### src/rtl/scap_cfg.svh
`ifndef SCAP_CFG_SVH
`define SCAP_CFG_SVH

// Configuration offset of the slot capabilities word
`define SCAP_OFFSET          12'h080
`define SCAP_RESET           32'h0000_0000

// Field positions
`define SCAP_SLOT_HI         31
`define SCAP_SLOT_LO         19
`define SCAP_PLS_HI          16
`define SCAP_PLS_LO          15
`define SCAP_PLV_HI          14
`define SCAP_PLV_LO          7
`define SCAP_HOTPLUG_BIT     6
`define SCAP_SRF_BIT         5
`define SCAP_PWRIND_BIT      4
`define SCAP_ATTIND_BIT      3
`define SCAP_LSP_BIT         2
`define SCAP_PWRCTL_BIT      1
`define SCAP_BUTTON_BIT      0

// Field masks, one per write-once field
`define SCAP_NUM_FIELDS      9
`define SCAP_SLOT_MASK       32'hFFF8_0000
`define SCAP_PLS_MASK        32'h0001_8000
`define SCAP_PLV_MASK        32'h0000_7F80
`define SCAP_HOTPLUG_MASK    32'h0000_0040
`define SCAP_PWRIND_MASK     32'h0000_0010
`define SCAP_ATTIND_MASK     32'h0000_0008
`define SCAP_LSP_MASK        32'h0000_0004
`define SCAP_PWRCTL_MASK     32'h0000_0002
`define SCAP_BUTTON_MASK     32'h0000_0001

`endif

### src/rtl/scap_pkg.sv
package scap_pkg;

    typedef struct packed {
        logic [31:0] value;
        logic        locked;
    } scap_field_s;

    typedef struct packed {
        logic [31:0] rdata;
        logic        rd_valid;
    } scap_bank_s;

    typedef logic [31:0] scap_word_t;

endpackage : scap_pkg

### src/rtl/scap_field_if.sv
`timescale 1ns/1ps
`default_nettype none

interface scap_field_if;
    logic        wr_en;
    logic [31:0] wdata;
    logic [31:0] lane_mask;
    logic [31:0] value;
    logic        locked;

    modport field (
        input  wr_en,
        input  wdata,
        input  lane_mask,
        output value,
        output locked
    );

    modport bank (
        output wr_en,
        output wdata,
        output lane_mask,
        input  value,
        input  locked
    );
endinterface : scap_field_if

`default_nettype wire

### src/rtl/scap_slot_cap.sv
// Summary of operation
// - Write-once slot number in bits 31:19
// - Write-once two-bit power scale, bits 16:15
// - Write-once eight-bit power value, bits 14:7
// - Write-once hot-plug capable flag, bit 6
// - Surprise removal bit 5 reads zero
// - Write-once power indicator present, bit 4
// - Write-once attention indicator present, bit 3
// - Write-once latch sensor present, bit 2
// - Write-once power controller present, bit 1
// - Write-once attention button present, bit 0
`timescale 1ns/1ps
`default_nettype none
`include "scap_cfg.svh"

module scap_slot_cap #(
    parameter int ADDR_W = 12
) (
    input  wire logic              core_clk,
    input  wire logic              rst_b,
    input  wire logic              cfg_wr,
    input  wire logic              cfg_rd,
    input  wire logic [ADDR_W-1:0] cfg_addr,
    input  wire logic [3:0]        cfg_be,
    input  wire logic [31:0]       cfg_wdata,
    output logic      [31:0]       cfg_rdata,
    output logic                   cfg_rd_valid,
    output logic      [12:0]       physical_slot_number,
    output logic      [1:0]        power_limit_scale,
    output logic      [7:0]        power_limit_value,
    output logic                   hotplug_capable,
    output logic                   surprise_removal_flag,
    output logic                   power_indicator_present,
    output logic                   attention_indicator_present,
    output logic                   latch_sensor_present,
    output logic                   power_controller_present,
    output logic                   attention_button_present,
    output logic                   fields_locked
);

    localparam int NF = `SCAP_NUM_FIELDS;

    localparam logic [31:0] FIELD_MASK [NF] = '{
        `SCAP_SLOT_MASK,
        `SCAP_PLS_MASK,
        `SCAP_PLV_MASK,
        `SCAP_HOTPLUG_MASK,
        `SCAP_PWRIND_MASK,
        `SCAP_ATTIND_MASK,
        `SCAP_LSP_MASK,
        `SCAP_PWRCTL_MASK,
        `SCAP_BUTTON_MASK
    };

    generate
        if (ADDR_W < 8) begin : g_bad_addr
            $error("scap_slot_cap: ADDR_W too narrow to reach the register");
        end
    endgenerate

    scap_pkg::scap_bank_s  state;
    scap_pkg::scap_bank_s  next_state;

    logic                  reg_sel;
    logic                  reg_wr;
    logic [31:0]           lane_mask;
    scap_pkg::scap_word_t  image;
    logic [NF-1:0]         fld_locked;
    logic [31:0]           fld_value [NF];

    assign reg_sel   = (cfg_addr == ADDR_W'(`SCAP_OFFSET));
    assign reg_wr    = cfg_wr && reg_sel;
    assign lane_mask = {{8{cfg_be[3]}}, {8{cfg_be[2]}}, {8{cfg_be[1]}}, {8{cfg_be[0]}}};

    genvar gi;
    generate
        for (gi = 0; gi < NF; gi++) begin : g_field
            scap_field_if fif ();

            assign fif.wr_en     = reg_wr;
            assign fif.wdata     = cfg_wdata;
            assign fif.lane_mask = lane_mask;
            assign fld_value[gi]  = fif.value;
            assign fld_locked[gi] = fif.locked;

            scap_wo_field #(
                .MASK (FIELD_MASK[gi])
            ) u_field (
                .core_clk (core_clk),
                .rst_b    (rst_b),
                .fld      (fif.field)
            );
        end
    endgenerate

    // Fields have disjoint masks, so OR-ing them builds the word;
    // reserved bits 18:17 and the surprise bit 5 stay zero.
    always_comb begin
        image = `SCAP_RESET;
        for (int k = 0; k < NF; k++) begin
            image = image | fld_value[k];
        end
        image[`SCAP_SRF_BIT] = 1'b0;
    end

    assign physical_slot_number        = image[`SCAP_SLOT_HI:`SCAP_SLOT_LO];
    assign power_limit_scale           = image[`SCAP_PLS_HI:`SCAP_PLS_LO];
    assign power_limit_value           = image[`SCAP_PLV_HI:`SCAP_PLV_LO];
    assign hotplug_capable             = image[`SCAP_HOTPLUG_BIT];
    assign surprise_removal_flag       = 1'b0;
    assign power_indicator_present     = image[`SCAP_PWRIND_BIT];
    assign attention_indicator_present = image[`SCAP_ATTIND_BIT];
    assign latch_sensor_present        = image[`SCAP_LSP_BIT];
    assign power_controller_present    = image[`SCAP_PWRCTL_BIT];
    assign attention_button_present    = image[`SCAP_BUTTON_BIT];
    assign fields_locked               = &fld_locked;

    // A read in the same cycle as a write returns the old word;
    // unmapped offsets answer with zero so software sees no stale data.
    always_comb begin
        next_state          = state;
        next_state.rd_valid = cfg_rd;
        if (cfg_rd) begin
            next_state.rdata = reg_sel ? image : 32'h0000_0000;
        end
    end

    always_ff @(posedge core_clk or negedge rst_b) begin
        if (!rst_b) begin
            state.rdata    <= 32'h0000_0000;
            state.rd_valid <= 1'b0;
        end else begin
            state <= next_state;
        end
    end

    assign cfg_rdata    = state.rdata;
    assign cfg_rd_valid = state.rd_valid;

    // A field is spent by any enabled lane that it overlaps,
    // even when its other lane stays off
    logic hit_slot;
    logic hit_pls;
    logic hit_plv;
    logic hit_b0;

    assign hit_slot = reg_wr && (cfg_be[3] || cfg_be[2]);
    assign hit_pls  = reg_wr && (cfg_be[2] || cfg_be[1]);
    assign hit_plv  = reg_wr && (cfg_be[1] || cfg_be[0]);
    assign hit_b0   = reg_wr && cfg_be[0];
endmodule : scap_slot_cap

`default_nettype wire

### src/rtl/scap_wo_field.sv
`timescale 1ns/1ps
`default_nettype none
`include "scap_cfg.svh"

module scap_wo_field #(
    parameter logic [31:0] MASK = 32'h0000_0001
) (
    input  wire logic        core_clk,
    input  wire logic        rst_b,
    scap_field_if.field      fld
);

    scap_pkg::scap_field_s state;
    scap_pkg::scap_field_s next_state;

    logic                    hit;

    generate
        if (MASK == 32'h0000_0000) begin : g_bad_mask
            $error("scap_wo_field: empty field mask");
        end
    endgenerate

    // A write that touches any byte of the field spends its one chance
    assign hit = fld.wr_en && (|(fld.lane_mask & MASK));

    always_comb begin
        next_state = state;
        if (hit && !state.locked) begin
            next_state.value  = (state.value & ~(fld.lane_mask & MASK))
                              | (fld.wdata & fld.lane_mask & MASK);
            next_state.locked = 1'b1;
        end
    end

    always_ff @(posedge core_clk or negedge rst_b) begin
        if (!rst_b) begin
            state.value  <= `SCAP_RESET;
            state.locked <= 1'b0;
        end else begin
            state <= next_state;
        end
    end

    assign fld.value  = state.value;
    assign fld.locked = state.locked;
endmodule : scap_wo_field

`default_nettype wire

### config.mk
export PLATFORM = sky130hd
export DESIGN_NAME = scap_slot_cap
export DESIGN_NICKNAME = d
export VERILOG_FILES = /design/src/rtl/scap_pkg.sv /design/src/rtl/scap_field_if.sv /design/src/rtl/scap_slot_cap.sv /design/src/rtl/scap_wo_field.sv
export VERILOG_INCLUDE_DIRS = /design/src /design/src/rtl
export SDC_FILE = /design/constraint.sdc
export NUM_CORES = 1
export LEC_CHECK = 0
export ABC_AREA = 1
export BUFFER_PORTS_ARGS = -buffer_cell sky130_fd_sc_hd__buf_2
export CAP_MARGIN = 20
export CORE_ASPECT_RATIO = 0.5
export CORE_MARGIN = 2
export CORE_UTILIZATION = 62
export DETAILED_ROUTE_END_ITERATION = 8
export PLACE_DENSITY = 0.87
export SLEW_MARGIN = 10
export SYNTH_ARGS = -nofsm -noshare
export SYNTH_HDL_FRONTEND = slang
export SYNTH_HIERARCHICAL = 1
export SYNTH_SLANG_ARGS = --single-unit
export TNS_END_PERCENT = 50
### constraint.sdc
create_clock -name core_clk -period 2.05 [get_ports core_clk]
set_clock_uncertainty 0.05 [all_clocks]
set_input_delay 0.41 -clock core_clk [delete_from_list [all_inputs] [get_ports core_clk]]
set_output_delay 0.41 -clock core_clk [all_outputs]
set_load 0.01 [all_outputs]
==> flow_metrics.tcl <==
set metrics [dict create \
    leakage_nw 3.67 \
    wire_per_inst_um 8.62 \
    vias 4492 \
    via_per_inst 3.89 \
    status "finished, final reports clean" \
    slowest_delay_ns 0.41 \
    clock_tree.root_cell "clkbuf_16" \
    critPathMaxFanout 3 \
    n_fill_cell 906 \
    worst_slew_pin_slew_ns 0.506 \
    avgSynthCellArea_um2 7.08 \
    min_from "cfg_wdata[31]" \
    r2r_start "g_field[2].u_field/fld.locked" \
    postCtsHoldBufs 1 \
    drtAntennaViolNets 0 \
    antenna_cells 0 \
    hpwl_mm 7.80 \
    gr-usage-all-layers_pct 18.9 \
    antenna_found_initial 0 \
    fmax_ghz 0.569 \
    dr.pass1.iters 5 \
    slew-limit-headroom_pct 66.2 \
    criticalPathCategory "reg -> out" \
    irDropWorstVdd_mv 0.441 \
    hold_depth 2 \
    rsz0062_at_grt "false" \
    rows 26 \
    r2r_cells 4 \
    setup_viol 0 \
    crit_chain "nand3_1, nor3_1, buf_2" \
    routed_wirelength_mm 9.95 \
    grt_max_degree 40 \
    cp_slowest_cell "dfrtp_1" \
    fp.dieH_um 75.6 \
    fin_tns_setup_ns 0 \
    initialDrtViolationCount 152 \
    initial_core_util_pct 63.1 \
    htreeDepth 3 \
    cts_buffer_depth 2 \
    cts-resized-gates 0 \
    hold_path_class "in -> reg" \
    cts_buffers 9 \
    post-route-drc-count 0 \
    cp.arrival_ns 1.30 \
    clock_latency_ns 0.32 \
    pwr_density_cell_mw_per_mm2 527 \
    grt_pass1_wl_mm 16.7 \
    finalCritPeriodShare_pct 85.7 \
    drive_above_1_share_pct 19.6 \
    hold_violations 0 \
    synthesis.area_mm2 0.00636 \
    port_buffers 110 \
    ff2ff_setup_slack_ns 0.88 \
    maxSlewViolCount 0 \
    fin_crit_ns 1.76 \
    gr-total-overflow 0 \
    cts_tree "built" \
    cts.sinks 70 \
    cts_setup_buffers 0 \
    crit_buf_inv 1 \
    start_kind "flop" \
    ios 116 \
    fp.dieArea_mm2 0.0111 \
    grt_pass1_vias 4032 \
    critPathRequiredTime_ns 1.59 \
    drv_cap 0 \
    hold_ws_ns 0.278 \
    yosysWarnings 6 \
    syn2layout_area_growth_pct 1.83 \
    gp_congestion 0.732 \
    critPathCaptureType "output port" \
    die_w_um 147 \
    core_area_mm2 0.0101 \
    syn_inst 899 \
    path_clk_slew_ns 0.06 \
    crit_family "flip-flops" \
    nets 1062 \
]
==> stage by stage <==
stage          setup WS (ns)  power [mW]  cells  instance area [µm²]  utilization, %
6_report               0.294        3.42   1155                 6480            64.2
5_1_grt                0.189        3.59   1155                 6480            64.2
4_1_cts                0.261        3.45   1155                 6480            64.2
3_5_place_dp          0.0531        1.70   1138                 6130            60.8
3_3_place_gp           0.114        1.70   1138                 6130            60.8
2_1_floorplan        0.00338        1.92   1141                 7290               -
==> routing by layer <==
| layer | track usage (%) | vias to the layer above | part of all wire [%] |
|---|---|---|---|
| li1 | - | 2457 | - |
| met1 | 21.1 | 1953 | 45 |
| met2 | 36.5 | 76 | 49 |
| met3 | 5.51 | 6 | 4.9 |
| met4 | 4.91 | 0 | 0.50 |
| met5 | 0 | - | 0 |
==> layout make-up <==
| cell class | count | area [µm²] | share of cell area [%] |
|---|---|---|---|
| tap | 140 | 175 | 2.70 |
| timing repair buffer | 122 | 671 | 10.4 |
| multi-input combinational | 697 | 3130 | 48.4 |
| sequential | 70 | 1750 | 27.0 |
| clock inverter | 5 | 81.3 | 1.26 |
| inverter | 110 | 413 | 6.37 |
| clock buffer | 11 | 253 | 3.90 |
==> worst max path at each step <==
stage,from,to,cells past startpoint
6_report,g_field[2].u_field/fld.locked,fields_locked,3
2_1_floorplan,cfg_addr[3],flop,9
4_1_cts,flop,power_limit_value[6],5
3_3_place_gp,cfg_addr[3],flop,9
3_5_place_dp,cfg_addr[3],flop,9
5_1_grt,flop,power_limit_value[1],5
==> where the power goes <==
group	switching [mW]	internal (mW)	total (mW)
clock network	0.595	1.13	1.73
registers	0.000704	1.38	1.38
logic	0.205	0.101	0.306
total	0.800	2.62	3.42
==> layout by cell type (no fill, tap or decap), types with 9 or more instances in the layout <==
| cell | n |
|---|---|
| conb_1 | 252 |
| nor2_1 | 204 |
| buf_2 | 109 |
| nand2_1 | 105 |
| inv_1 | 101 |
| dfrtp_1 | 70 |
| nand3_1 | 47 |
| nand4_1 | 30 |
| o21bai_2 | 30 |
| nand3_2 | 15 |
| buf_4 | 10 |
| clkbuf_16 | 9 |
| inv_2 | 9 |
(Power assumes the default switching activity.)
